### config.mk
export PLATFORM = sky130hd
export DESIGN_NAME = pwmirq_top
export DESIGN_NICKNAME = d
export VERILOG_FILES = /design/src/hw/pwmirq_pkg.sv /design/src/hw/pwmirq_top.sv
export SDC_FILE = /design/constraint.sdc
export NUM_CORES = 1
export LEC_CHECK = 0
export BUFFER_PORTS_ARGS = -buffer_cell sky130_fd_sc_hd__buf_2
export CAP_MARGIN = 20
export CORE_UTILIZATION = 50
export CTS_CLUSTER_SIZE = 30
export DETAILED_ROUTE_END_ITERATION = 10
export PLACE_DENSITY = 0.78
export SYNTH_ARGS = -nofsm -noshare
export SYNTH_HDL_FRONTEND = slang
export SYNTH_SLANG_ARGS = --single-unit
### constraint.sdc
create_clock -name core_clk -period 2.5 [get_ports core_clk]
set_input_delay 0.375 -clock core_clk [delete_from_list [all_inputs] [get_ports core_clk]]
set_output_delay 0.375 -clock core_clk [all_outputs]
set_load 0.02 [all_outputs]
### src/hw/pwmirq_pkg.sv
// Purpose: Constants and types for the PWM interrupt and output stage
// Assumes: AXI4-Lite register bus, 32-bit data, one word per register
// Notes:   Printed offsets are not all multiples of four, so they are indices
package pwmirq_pkg;

  localparam int unsigned NCH          = 4;
  localparam int unsigned CW           = 16;

  // Register indices; the byte address is four times the index
  localparam logic [15:0] IDX_TIMER_CTRL  = 16'hEC00;
  localparam logic [15:0] IDX_MODE_CTRL   = 16'hEC02;
  localparam logic [15:0] IDX_POLARITY    = 16'hEC04;
  localparam logic [15:0] IDX_MOD_IRQ     = 16'hF196;
  localparam logic [15:0] IDX_EVT_STATUS  = 16'hF200;
  localparam logic [15:0] IDX_EVT_MASK    = 16'hF201;
  localparam logic [15:0] IDX_CNT_BASE    = 16'hEC10;
  localparam logic [15:0] IDX_WID_BASE    = 16'hEC30;

  localparam int unsigned ADDR_W        = 18;

  // Field positions
  localparam int unsigned POS_RUN       = 0;
  localparam int unsigned POS_CIE       = 8;
  localparam int unsigned POS_CIR       = 12;
  localparam int unsigned POS_OEN       = 0;
  localparam int unsigned POS_MIR       = 7;
  localparam int unsigned POS_MIE       = 6;

  // Reset values
  localparam logic [15:0] RST_TIMER_CTRL = 16'h0000;
  localparam logic [15:0] RST_MODE_CTRL  = 16'h0000;
  localparam logic [15:0] RST_POLARITY   = 16'h0000;
  localparam logic [7:0]  RST_MOD_IRQ    = 8'h00;

  localparam logic [1:0]  RESP_OKAY   = 2'h0;
  localparam logic [1:0]  RESP_SLVERR = 2'h2;

  typedef struct packed {
    logic [NCH-1:0]         reload;
    logic [NCH*CW-1:0]      count;
    logic [NCH*CW-1:0]      width;
  } pwmirq_core_s;

  typedef struct packed {
    logic [NCH-1:0]         run;
    logic [NCH-1:0]         cnt_wr;
    logic [CW-1:0]          cnt_wdata;
  } pwmirq_ctl_s;

endpackage : pwmirq_pkg

### src/hw/pwmirq_top.sv
// Purpose: PWM interrupt request and output stage with AXI4-Lite registers
// Assumes: Counter core on the same clock; isr_enter is a one-cycle pulse
// Notes:   Counter core supplies reload pulses, counters and width latches
// Function
// [RQ1] Four channel request flags, any may raise one module interrupt
// [RQ2] Channel flag set when its shadow registers reload
// [RQ3] Enabled channel request sets module flag if module enable is one
// [RQ4] Service entry leaves channel flags; software clears them
// [RQ5] Service entry clears module flag regardless of pending channels
// [RQ6] New enabled request during service sets module flag again
// [RQ7] Output reaches pin only when its channel output enable is set
// [RQ8] Output XORed with channel polarity bit before the pin
// [RQ9] Clearing run bit stops counter and holds output level
// [RQ10] Raw output high while counter at or above width shadow latch
// [RQ11] Software stops counter before forcing output by counter write
// [RQ12] Control word bits 15:12 request flags, 11:8 interrupt enables
// [RQ13] Mode word bits 3:0 output enables; disabled channel still interrupts
// [RQ14] Disabled channel drives inactive low before polarity XOR
//
// Chosen here: the AXI4-Lite register port.
module pwmirq_top (
  core_clk,
  nrst,
  core_i,
  isr_enter,
  ctl_o,
  chan_output_pins,
  module_irq_request,
  evt_irq,
  s_axi_awaddr,
  s_axi_awvalid,
  s_axi_awready,
  s_axi_wdata,
  s_axi_wstrb,
  s_axi_wvalid,
  s_axi_wready,
  s_axi_bresp,
  s_axi_bvalid,
  s_axi_bready,
  s_axi_araddr,
  s_axi_arvalid,
  s_axi_arready,
  s_axi_rdata,
  s_axi_rresp,
  s_axi_rvalid,
  s_axi_rready
);
  import pwmirq_pkg::*;

  input  wire logic                           core_clk;
  input  wire logic                           nrst;
  input  wire pwmirq_pkg::pwmirq_core_s       core_i;
  input  wire logic                           isr_enter;
  output logic      [pwmirq_pkg::NCH-1:0]     chan_output_pins;
  output pwmirq_pkg::pwmirq_ctl_s             ctl_o;
  output logic                                module_irq_request;
  output logic                                evt_irq;
  input  wire logic [pwmirq_pkg::ADDR_W-1:0]  s_axi_awaddr;
  input  wire logic                           s_axi_awvalid;
  output logic                                s_axi_awready;
  input  wire logic [31:0]                    s_axi_wdata;
  input  wire logic [3:0]                     s_axi_wstrb;
  input  wire logic                           s_axi_wvalid;
  output logic                                s_axi_wready;
  output logic      [1:0]                     s_axi_bresp;
  output logic                                s_axi_bvalid;
  input  wire logic                           s_axi_bready;
  input  wire logic [pwmirq_pkg::ADDR_W-1:0]  s_axi_araddr;
  input  wire logic                           s_axi_arvalid;
  output logic                                s_axi_arready;
  output logic      [31:0]                    s_axi_rdata;
  output logic      [1:0]                     s_axi_rresp;
  output logic                                s_axi_rvalid;
  input  wire logic                           s_axi_rready;

  function automatic logic [15:0] word_idx(input logic [ADDR_W-1:0] a);
    word_idx = a[17:2];
  endfunction : word_idx

  function automatic logic [15:0] merge16(input logic [15:0] old, input logic [31:0] wd,
                                          input logic [3:0] be);
    merge16 = {be[1] ? wd[15:8] : old[15:8], be[0] ? wd[7:0] : old[7:0]};
  endfunction : merge16

  // Register state
  logic [15:0]     tctl_q, tctl_d;
  logic [15:0]     mctl_q, mctl_d;
  logic [15:0]     pol_q, pol_d;
  logic [7:0]      mirq_q, mirq_d;
  logic [1:0]      est_q, est_d;
  logic [1:0]      emsk_q, emsk_d;
  logic [NCH-1:0]  pin_q, pin_d;
  pwmirq_ctl_s     ctl_q, ctl_d;

  // Bus state
  logic [ADDR_W-1:0] awa_q, awa_d;
  logic              awh_q, awh_d;
  logic [31:0]       wd_q, wd_d;
  logic [3:0]        ws_q, ws_d;
  logic              wh_q, wh_d;
  logic              bv_q, bv_d;
  logic [1:0]        br_q, br_d;
  logic              rv_q, rv_d;
  logic [31:0]       rd_q, rd_d;
  logic [1:0]        rr_q, rr_d;
  logic              awrdy_q, awrdy_d;
  logic              wrdy_q, wrdy_d;
  logic              arrdy_q, arrdy_d;

  logic [NCH-1:0] raw;
  logic [NCH-1:0] new_req;
  logic           do_wr;
  logic [15:0]    widx;
  logic [15:0]    ridx;

  always_comb begin
    do_wr = awh_q && wh_q && !bv_q;
    widx  = word_idx(awa_q);
    ridx  = word_idx(s_axi_araddr);
  end

  always_comb begin
    awh_d = awh_q;
    awa_d = awa_q;
    wh_d  = wh_q;
    wd_d  = wd_q;
    ws_d  = ws_q;
    bv_d  = bv_q;
    br_d  = br_q;
    rv_d  = rv_q;
    rd_d  = rd_q;
    rr_d  = rr_q;
    if (s_axi_awvalid && awrdy_q) begin
      awh_d = 1'b1;
      awa_d = s_axi_awaddr;
    end
    if (s_axi_wvalid && wrdy_q) begin
      wh_d = 1'b1;
      wd_d = s_axi_wdata;
      ws_d = s_axi_wstrb;
    end
    if (do_wr) begin
      awh_d = 1'b0;
      wh_d  = 1'b0;
      bv_d  = 1'b1;
      br_d  = RESP_OKAY;
      if (!(widx == IDX_TIMER_CTRL || widx == IDX_MODE_CTRL || widx == IDX_POLARITY ||
            widx == IDX_MOD_IRQ || widx == IDX_EVT_STATUS || widx == IDX_EVT_MASK ||
            (widx >= IDX_CNT_BASE && widx < IDX_CNT_BASE + 16'(NCH)))) begin
        br_d = RESP_SLVERR;
      end
    end
    if (bv_q && s_axi_bready) begin
      bv_d = 1'b0;
    end
    if (s_axi_arvalid && arrdy_q) begin
      rv_d = 1'b1;
      rr_d = RESP_OKAY;
      rd_d = 32'h0000_0000;
      if (ridx == IDX_TIMER_CTRL) begin
        rd_d = {16'h0000, tctl_q};
      end else if (ridx == IDX_MODE_CTRL) begin
        rd_d = {16'h0000, mctl_q};
      end else if (ridx == IDX_POLARITY) begin
        rd_d = {16'h0000, pol_q};
      end else if (ridx == IDX_MOD_IRQ) begin
        rd_d = {24'h00_0000, mirq_q};
      end else if (ridx == IDX_EVT_STATUS) begin
        rd_d = {30'h0000_0000, est_q};
      end else if (ridx == IDX_EVT_MASK) begin
        rd_d = {30'h0000_0000, emsk_q};
      end else if (ridx >= IDX_CNT_BASE && ridx < IDX_CNT_BASE + 16'(NCH)) begin
        rd_d = {16'h0000, core_i.count[CW*ridx[1:0] +: CW]};
      end else if (ridx >= IDX_WID_BASE && ridx < IDX_WID_BASE + 16'(NCH)) begin
        rd_d = {16'h0000, core_i.width[CW*ridx[1:0] +: CW]};
      end else begin
        rr_d = RESP_SLVERR;
      end
    end
    if (rv_q && s_axi_rready) begin
      rv_d = 1'b0;
    end
    awrdy_d = !awh_d;
    wrdy_d  = !wh_d;
    arrdy_d = !rv_d;
  end

  // Channel and module interrupt logic
  always_comb begin
    tctl_d = tctl_q;
    mctl_d = mctl_q;
    pol_d  = pol_q;
    mirq_d = mirq_q;
    est_d  = est_q;
    emsk_d = emsk_q;
    ctl_d  = ctl_q;
    ctl_d.cnt_wr = '0;
    if (do_wr) begin
      if (widx == IDX_TIMER_CTRL) begin
        tctl_d = merge16(tctl_q, wd_q, ws_q);
      end
      if (widx == IDX_MODE_CTRL) begin
        mctl_d = merge16(mctl_q, wd_q, ws_q) & 16'hD0FF;
      end
      if (widx == IDX_POLARITY) begin
        pol_d = merge16(pol_q, wd_q, ws_q) & 16'h000F;
      end
      if (widx == IDX_MOD_IRQ && ws_q[0]) begin
        mirq_d = wd_q[7:0];
      end
      if (widx == IDX_EVT_STATUS && ws_q[0]) begin
        est_d = est_q & ~wd_q[1:0];
      end
      if (widx == IDX_EVT_MASK && ws_q[0]) begin
        emsk_d = wd_q[1:0];
      end
      // [RQ11] Counter write
      if (widx >= IDX_CNT_BASE && widx < IDX_CNT_BASE + 16'(NCH)) begin
        ctl_d.cnt_wr[widx[1:0]] = 1'b1;
        ctl_d.cnt_wdata = merge16(core_i.count[CW*widx[1:0] +: CW], wd_q, ws_q);
      end
    end
    // [RQ2] Reload sets flag
    // [RQ4] Set wins clear
    // [RQ12] Flag and enable fields
    new_req = core_i.reload;
    tctl_d[POS_CIR +: NCH] = tctl_d[POS_CIR +: NCH] | new_req;
    // [RQ5] Service entry clears
    if (isr_enter) begin
      mirq_d[POS_MIR] = 1'b0;
    end
    // [RQ1] Any enabled channel reload request raises module
    // [RQ3] Enabled request propagates
    // [RQ6] Sets again
    if (|(new_req & tctl_q[POS_CIE +: NCH]) && mirq_q[POS_MIE]) begin
      mirq_d[POS_MIR] = 1'b1;
      est_d[0] = 1'b1;
    end
    if (isr_enter) begin
      est_d[1] = 1'b1;
    end
    // [RQ9] Run bit to counter
    ctl_d.run = tctl_q[POS_RUN +: NCH];
  end

  // Output stage
  always_comb begin
    for (int i = 0; i < NCH; i++) begin
      // [RQ10] Compare counter width
      raw[i] = core_i.count[CW*i +: CW] >= core_i.width[CW*i +: CW];
      // [RQ7] Gate by enable
      // [RQ13] Enable bits 3:0
      // [RQ14] Inactive low
      // [RQ8] Polarity XOR
      pin_d[i] = (raw[i] & mctl_q[POS_OEN + i]) ^ pol_q[i];
    end
  end

  always_ff @(posedge core_clk) begin
    if (!nrst) begin
      tctl_q <= RST_TIMER_CTRL;
      mctl_q <= RST_MODE_CTRL;
      pol_q  <= RST_POLARITY;
      mirq_q <= RST_MOD_IRQ;
      est_q  <= 2'h0;
      emsk_q <= 2'h0;
      pin_q  <= '0;
      ctl_q  <= '0;
      awh_q  <= 1'b0;
      awa_q  <= '0;
      wh_q   <= 1'b0;
      wd_q   <= 32'h0000_0000;
      ws_q   <= 4'h0;
      bv_q   <= 1'b0;
      br_q   <= 2'h0;
      rv_q   <= 1'b0;
      rd_q   <= 32'h0000_0000;
      rr_q   <= 2'h0;
      awrdy_q <= 1'b0;
      wrdy_q  <= 1'b0;
      arrdy_q <= 1'b0;
    end else begin
      tctl_q <= tctl_d;
      mctl_q <= mctl_d;
      pol_q  <= pol_d;
      mirq_q <= mirq_d;
      est_q  <= est_d;
      emsk_q <= emsk_d;
      pin_q  <= pin_d;
      ctl_q  <= ctl_d;
      awh_q  <= awh_d;
      awa_q  <= awa_d;
      wh_q   <= wh_d;
      wd_q   <= wd_d;
      ws_q   <= ws_d;
      bv_q   <= bv_d;
      br_q   <= br_d;
      rv_q   <= rv_d;
      rd_q   <= rd_d;
      rr_q   <= rr_d;
      awrdy_q <= awrdy_d;
      wrdy_q  <= wrdy_d;
      arrdy_q <= arrdy_d;
    end
  end

  logic irq_q;
  always_ff @(posedge core_clk) begin
    if (!nrst) begin
      irq_q <= 1'b0;
    end else begin
      irq_q <= |(est_d & emsk_d);
    end
  end

  // [RQ9] Held output follows frozen counter
  always_comb begin
    chan_output_pins   = pin_q;
    ctl_o              = ctl_q;
    module_irq_request = mirq_q[POS_MIR];
    evt_irq            = irq_q;
    s_axi_awready      = awrdy_q;
    s_axi_wready       = wrdy_q;
    s_axi_bvalid       = bv_q;
    s_axi_bresp        = br_q;
    s_axi_arready      = arrdy_q;
    s_axi_rvalid       = rv_q;
    s_axi_rdata        = rd_q;
    s_axi_rresp        = rr_q;
  end

endmodule : pwmirq_top

==> results.txt, run 1 <==
----------------------------------------------------
[Run status]
  Result of the run ... finished, final reports clean

[Synth]
  Cell with the most instances after synthesis ... sky130_fd_sc_hd__dfxtp_1
  Most frequently used flop master after synthesis ... sky130_fd_sc_hd__dfxtp_1
  Sequential share of the synthesized area ... 0.309
  Synthesized area divided by synthesized cell count ... 9.00 sq um
  Number of library cell types mapped by synthesis ... 60
  Top cell type by total area after synthesis ... sky130_fd_sc_hd__dfxtp_1
  Leading post-synthesis cells by instance count ... sky130_fd_sc_hd__dfxtp_1 (131), sky130_fd_sc_hd__nor2_1 (96), sky130_fd_sc_hd__nand2_1 (89)
  Area of the mapped netlist ... 0.00848 sq mm
  Number of instances in the synthesized netlist ... 942
  Number of enable-type register cells in the synthesized netlist ... 0
  Portion of synthesized cell area occupied by the leading cell type ... 0.309
  FF+latch count, synth ... 131
  Largest cells by area after synthesis ... sky130_fd_sc_hd__dfxtp_1 (31%), sky130_fd_sc_hd__mux4_2 (13%), sky130_fd_sc_hd__ha_1 (9.4%), sky130_fd_sc_hd__mux2i_1 (7.4%), sky130_fd_sc_hd__a21oi_1 (5.0%)
  Async SR Flop Fraction ... 0
  Number of synthesis warnings ... 0

[Route]
  Routed wirelength normalized by instance count ... 19.0 um
  Vias per cell ... 5.80
  DRC viols ... 0
  Count of routing violations after the opening detailed-route iteration ... 771
  Final wirelength ... 26.7 mm
  Count of vias placed by the detailed router ... 8160
  Remaining antenna violation count after routing ... 0
  TritonRoute pass-1 iters ... 7

[Critical path]
  Required arrival time at the worst endpoint ... 2.78 ns
  Worst Path Buf+Inv ... 1
  Sequence of cells on the critical path ... or4_4 -> or4_1 -> buf_4 -> nor4_4 -> nand2_1 -> a31oi_1 -> o32ai_2
  Library cell contributing the largest single delay on the critical path ... sky130_fd_sc_hd__or4_4
  Crit Path Class ... flip-flop to flip-flop
  Start of the worst register-to-register path ... awa_q[5]
  Crit path launch type ... flip-flop
  Critical-path maximum fanout ... 4
  Cell family contributing the most delay on the critical path ... simple AND/OR/NAND/NOR gates
  Capture point of the worst reg-to-reg path ... evt_irq
  Maximum single-stage delay on the critical path ... 0.57 ns
  Worst reg-to-reg setup slack ... 0.11 ns
  Arrival time reported for the critical path endpoint ... 2.68 ns
  Crit. End Element ... flip-flop
  R2R cell count ... 7

[Timing]
  Transition time of the tightest slew-check pin ... 0.683 ns
  Final period util ... 0.958
  Unrepaired setup endpoints after global routing ... false
  Max-Slew Margin vs Limit ... 0.545
  Max Transition Viols Final ... 0
  Final worst-path setup slack ... 0.106 ns
  Final setup violation count ... 0
  FMAX ... 0.418 GHz
  Shortest clock period the worst path allows after layout ... 2.39 ns
  Final worst clock skew ... 0.00782 ns
  Hold Violations, Final ... 0
  Total negative setup slack ... 0 ns

[Power and ir drop]
  Worst vdd ir ... 0.475 mV
  Switching share of power ... 0.267
  PD cells ... 531 mW/mm^2
  Clock network fraction of total power ... 0.435
  Power spent charging and discharging nets ... 1.49 mW
  Fraction of power consumed by combinational cells ... 0.172
  Total leakage power ... 4.85 nW
  Sequential power share ... 0.392
  Post-layout total power ... 5.60 mW
  Internal cell power ... 4.10 mW

[Global route]
  Total track usage ... 0.311
  Number of antenna violations at the first check in global routing ... 0
  Number of global-route vias before repair ... 7994
  Met2 usage ... 0.506
  Gr ovfl total ... 0
  Met1 track demand over resource ... 0.398
  Met3 demand-to-capacity share in global routing ... 0.0642
  First-pass GRT wire length ... 42.0 mm
  Largest net degree at the start of global routing ... 103
  Layer with the highest usage after global routing ... met2

[Clock tree]
  Count of instances resized after the clock tree is built ... 0
  Number of buffers on the longest clock path ... 2
  Post-cts hold buffer count ... 0
  CTS tree ... built
  Maximum level of the CTS H-tree ... 4
  Post-CTS setup-driven buffer insertion count ... 0
  Clock-pin slew of the registers on the worst-case setup and hold paths ... 0.05 ns
  Clock sink total ... 131
  Root cell of the clock tree ... sky130_fd_sc_hd__clkbuf_16
  Num CTS Buffers ... 17
  Clock insertion delay at the later pin of the skew report ... 0.41 ns

[Cells and area]
  Final layout net count ... 1450
  Number of inserted filler cells in the final layout ... 1493
  Non-filler cells, final ... 1408
  Final core area utilization ... 0.635
  Fraction of final layout cells sized beyond drive strength 1 ... 0.305
  Layout overhead on the synthesized area ... 24.2%

[Floorplan]
  Total number of placement rows ... 47
  Horiz. Die Dim ... 132 um
  Die Height ... 132 um
  Starting Density ... 0.511
  # IOs ... 283
  Floorplan die area ... 0.0175 sq mm
  Core area ... 0.0166 sq mm

[Placement]
  Total instance count after detailed placement ... 1375
  Placer Congestion ... 0.953
  Pre-CTS setup slack ... 0.115 ns
  Half-perimeter wire length of the detailed placement result ... 20.7 mm
  IO buf count ... 242

[Job]
  Number of maximum-capacitance violations ... 0

[Min path]
  Hold path endpoint ... awa_q[3]
  Hold path depth ... 3
  Kind of path behind the tightest hold check ... primary input to flip-flop
  Startpoint of the lowest-slack hold path ... s_axi_awaddr[3]

----------------------------------------------------
[routing by layer]
metal	part of all wire	routed length (um)	vias up
met4	0.037	998	0
met5	0	0	-
met2	0.47	12500	401
met1	0.41	11000	3855
met3	0.082	2210	65
li1	-	-	3839
[stage by stage]
step	hold WS (ns)	instance area [sq um]
floorplan	0.429	8540
global placement	0.443	9940
detailed placement	0.448	9940
CTS	0.188	10500
global route	0.192	10500
finish	0.197	10500
[placed cells by master, fill, tap and decap left out, drive strengths merged, types with 18 or more instances in the layout]
cell type,netlist,routed
inv,77,77
ha,64,64
mux4,48,48
conb,1,18
dfxtp,131,131
nor2,98,98
mux2i,63,63
a21oi,85,85
nand2,89,89
o21ai,24,24
buf,32,267
clkbuf,39,25
[worst reg2reg max path: cells and delay by family (launching register included)]
family / cells / cell delay, ns
AOI/OAI and AO/OA: 2 / 0.38
and+or+nand+nor: 4 / 1.38
DFF: 1 / 0.32
buffers and inverters: 1 / 0.19
[state kept, by name (all words and copies together), names as in the netlist]
register,count
s_axi_awready,1
wd_q,16
pol_q,4
mctl_q,11
awa_q,16
emsk_q,2
s_axi_arready,1
s_axi_rresp,1
mirq_q,8
awh_q,1
est_q,2
ctl_o,24
ws_q,2
s_axi_rvalid,1
s_axi_bvalid,1
s_axi_bresp,1
s_axi_wready,1
evt_irq,1
chan_output_pins,4
tctl_q,16
s_axi_rdata,16
wh_q,1
[cell families after synthesis]
group,count (synthesis),synth area share
AOI/OAI and AO/OA,198,0.148
adders and majority gates,64,0.0945
buffers and inverters,148,0.0753
DFF,131,0.309
muxes,114,0.206
other,1,0.000442
and+or+nand+nor,286,0.166
[power by group through the flow]
stage	clock [mW]	sequential, mW	combinational (mW)
4_1_cts	2.45	2.19	0.956
6_report	2.44	2.20	0.964
5_1_grt	2.56	2.20	1.05
3_5_place_dp	0	2.24	0.948
3_3_place_gp	0	2.23	0.926
2_1_floorplan	0	2.24	0.562
[final cells by class]
class / instances / area (sq um) / area share
Clock inverter: 7 / 71.3 / 0.00677
Sequential cell: 131 / 2620 / 0.249
Clock buffer: 25 / 515 / 0.0490
Tap cell: 220 / 275 / 0.0261
Multi-Input combinational cell: 680 / 5280 / 0.501
Timing Repair Buffer: 267 / 1470 / 0.140
Antenna cell: 1 / 2.50 / 0.000238
Inverter: 77 / 289 / 0.0274
[worst max path at each step]
stage,startpoint,endpoint,slack [ns],cells after the start
finish,awa_q[5],evt_irq,0.11,7
global route,awa_q[5],evt_irq,0.006,6
CTS,awa_q[5],evt_irq,0.10,7
detailed placement,awa_q[5],evt_irq,0.11,7
global placement,awa_q[5],evt_irq,0.18,7
floorplan,awa_q[5],evt_irq,0.29,7
Power figures use the tool's default switching activity.
==> inputs of run 2 (changes only) <==
Settings changed: BUFFER_PORTS_ARGS -buffer_cell sky130_fd_sc_hd__buf_2 to -buffer_cell sky130_fd_sc_hd__clkbuf_2, CAP_MARGIN 20 to 15.
==> run 2 against run 1 <==
Effect of this change: wire length rose by 2.1%; via count rose by 2.4%; sequential power barely moved; cell count rose by 0.28%; die area did not move; maximum frequency rose by 0.44%; critical path depth did not move.
==> results.txt, run 2 (synthesized netlist as in run 1, its figures left out) <==
----------------------------------------------------
[Cells and area]
  Final core area utilization ... 0.640
  Final layout net count ... 1455
  Antenna diode instance count ... 0
  Fraction of final layout cells sized beyond drive strength 1 ... 0.307
  Largest register FFs ... 24
  Number of inserted filler cells in the final layout ... 1473
  Layout overhead on the synthesized area ... 25.1%
  Non-filler cells, final ... 1412
  Area taken by multi-input logic gates ... 0.00529 sq mm
  Sequential cell area in the final layout ... 0.00262 sq mm
  Most common cell after layout, fill and taps aside ... sky130_fd_sc_hd__clkbuf_2
  Most used cells in the layout excluding fill and tap cells ... sky130_fd_sc_hd__clkbuf_2 (242), sky130_fd_sc_hd__dfxtp_1 (131), sky130_fd_sc_hd__nor2_1 (96)

[Critical path]
  Crit Path Class ... flip-flop to flip-flop
  R2R cell count ... 7
  Library cell contributing the largest single delay on the critical path ... sky130_fd_sc_hd__or4_4
  Arrival time reported for the critical path endpoint ... 2.68 ns
  Worst Path Buf+Inv ... 1
  Crit path launch type ... flip-flop
  Crit. End Element ... flip-flop
  Cell family contributing the most delay on the critical path ... simple AND/OR/NAND/NOR gates
  Sequence of cells on the critical path ... or4_4 -> or4_1 -> buf_4 -> nor4_4 -> nand2_1 -> a31oi_2 -> o32ai_2
  Required arrival time at the worst endpoint ... 2.79 ns
  Maximum single-stage delay on the critical path ... 0.57 ns
  Start of the worst register-to-register path ... awa_q[5]
  Capture point of the worst reg-to-reg path ... evt_irq
  Critical-path maximum fanout ... 4
  Worst reg-to-reg setup slack ... 0.12 ns

[Power and ir drop]
  Worst vdd ir ... 0.486 mV
  PD cells ... 547 mW/mm^2
  Total leakage power ... 4.90 nW

[Global route]
  Number of global-route vias before repair ... 8164
  Gr ovfl total ... 0
  Largest net degree at the start of global routing ... 70
  Total track usage ... 0.320
  First-pass GRT wire length ... 43.3 mm
  Number of antenna violations at the first check in global routing ... 0

[Floorplan]
  Total number of placement rows ... 47
  Starting Density ... 0.511
  Horiz. Die Dim ... 132 um
  # IOs ... 283
  Floorplan die area ... 0.0175 sq mm
  Core area ... 0.0166 sq mm
  Die Height ... 132 um

[Timing]
  Final worst clock skew ... 0.00770 ns
  Hold Violations, Final ... 0
  Hold Worst Slack ... 0.174 ns
  Total negative setup slack ... 0 ns
  FMAX ... 0.419 GHz
  Shortest clock period the worst path allows after layout ... 2.38 ns
  Max-Slew Margin vs Limit ... 0.483
  Unrepaired setup endpoints after global routing ... false
  Max Transition Viols Final ... 0
  Transition time of the tightest slew-check pin ... 0.774 ns
  Final worst-path setup slack ... 0.116 ns
  Final period util ... 0.954
  Final setup violation count ... 0

[Route]
  Routed wirelength normalized by instance count ... 19.3 um
  DRC viols ... 0
  Final wirelength ... 27.3 mm
  Count of routing violations after the opening detailed-route iteration ... 795
  Count of vias placed by the detailed router ... 8358
  Vias per cell ... 5.92
  TritonRoute pass-1 iters ... 5
  Remaining antenna violation count after routing ... 0

[Clock tree]
  CTS tree ... built
  Count of instances resized after the clock tree is built ... 0
  Num CTS Buffers ... 17
  Number of buffers on the longest clock path ... 2
  Maximum level of the CTS H-tree ... 4
  Clock-pin slew of the registers on the worst-case setup and hold paths ... 0.06 ns
  Post-cts hold buffer count ... 0
  Post-CTS setup-driven buffer insertion count ... 0
  Clock sink total ... 131
  Root cell of the clock tree ... sky130_fd_sc_hd__clkbuf_16
  Clock insertion delay at the later pin of the skew report ... 0.42 ns

[Run status]
  Result of the run ... finished, final reports clean

[Placement]
  IO buf count ... 242
  Pre-CTS setup slack ... 0.129 ns
  Placer Congestion ... 0.938
  Total instance count after detailed placement ... 1380
  Half-perimeter wire length of the detailed placement result ... 21.0 mm

[Min path]
  Startpoint of the lowest-slack hold path ... s_axi_awaddr[7]
  Kind of path behind the tightest hold check ... primary input to flip-flop
  Hold path endpoint ... awa_q[7]
  Hold path depth ... 3

[Job]
  Number of maximum-capacitance violations ... 0

----------------------------------------------------
run 2: layer usage:
layer | track usage | routed length (um) | up-vias
li1 | - | - | 3871
met1 | 0.402 | 11100 | 3941
met2 | 0.524 | 12700 | 463
met3 | 0.0665 | 2290 | 83
met4 | 0.157 | 1130 | 0
met5 | 0 | 0 | -
run 2: where the power goes:
group	leakage, nW	switching [mW]	internal (mW)	total [mW]
Sequential	1.06	0.0518	2.14	2.20
Clock	0.305	0.923	1.72	2.64
Combinational	3.53	0.530	0.435	0.966
run 2: worst reg2reg max path, delay by kind of cell (launching register included):
family | cells | cell delay [ns]
compound gates | 2 | 0.34
buf+inv | 1 | 0.19
flops | 1 | 0.32
simple gates | 4 | 1.42
run 2: how the worst max path moves through the flow:
stage / endpoint / cells past startpoint / startpoint / slack [ns]
final: evt_irq / 7 / awa_q[5] / 0.12
after global placement: evt_irq / 7 / awa_q[5] / 0.17
after global routing: evt_irq / 7 / awa_q[5] / 0.02
after CTS: evt_irq / 7 / awa_q[5] / 0.11
after detailed placement: evt_irq / 7 / awa_q[5] / 0.13
after floorplan: evt_irq / 7 / awa_q[5] / 0.29
run 2: layout make-up:
type / count / share of cell area
inverters: 77 / 0.0273
repair buffers: 272 / 0.143
flip-flops and latches: 131 / 0.247
multi-input cells: 680 / 0.498
well taps: 220 / 0.0260
clock buffers: 23 / 0.0441
clock inverters: 9 / 0.0144
run 2: metrics by stage:
step	power, mW	area [sq um]
final	5.81	10600
after global routing	6.02	10600
after CTS	5.79	10600
after detailed placement	3.18	9980
after global placement	3.16	9980
after floorplan	2.81	8540
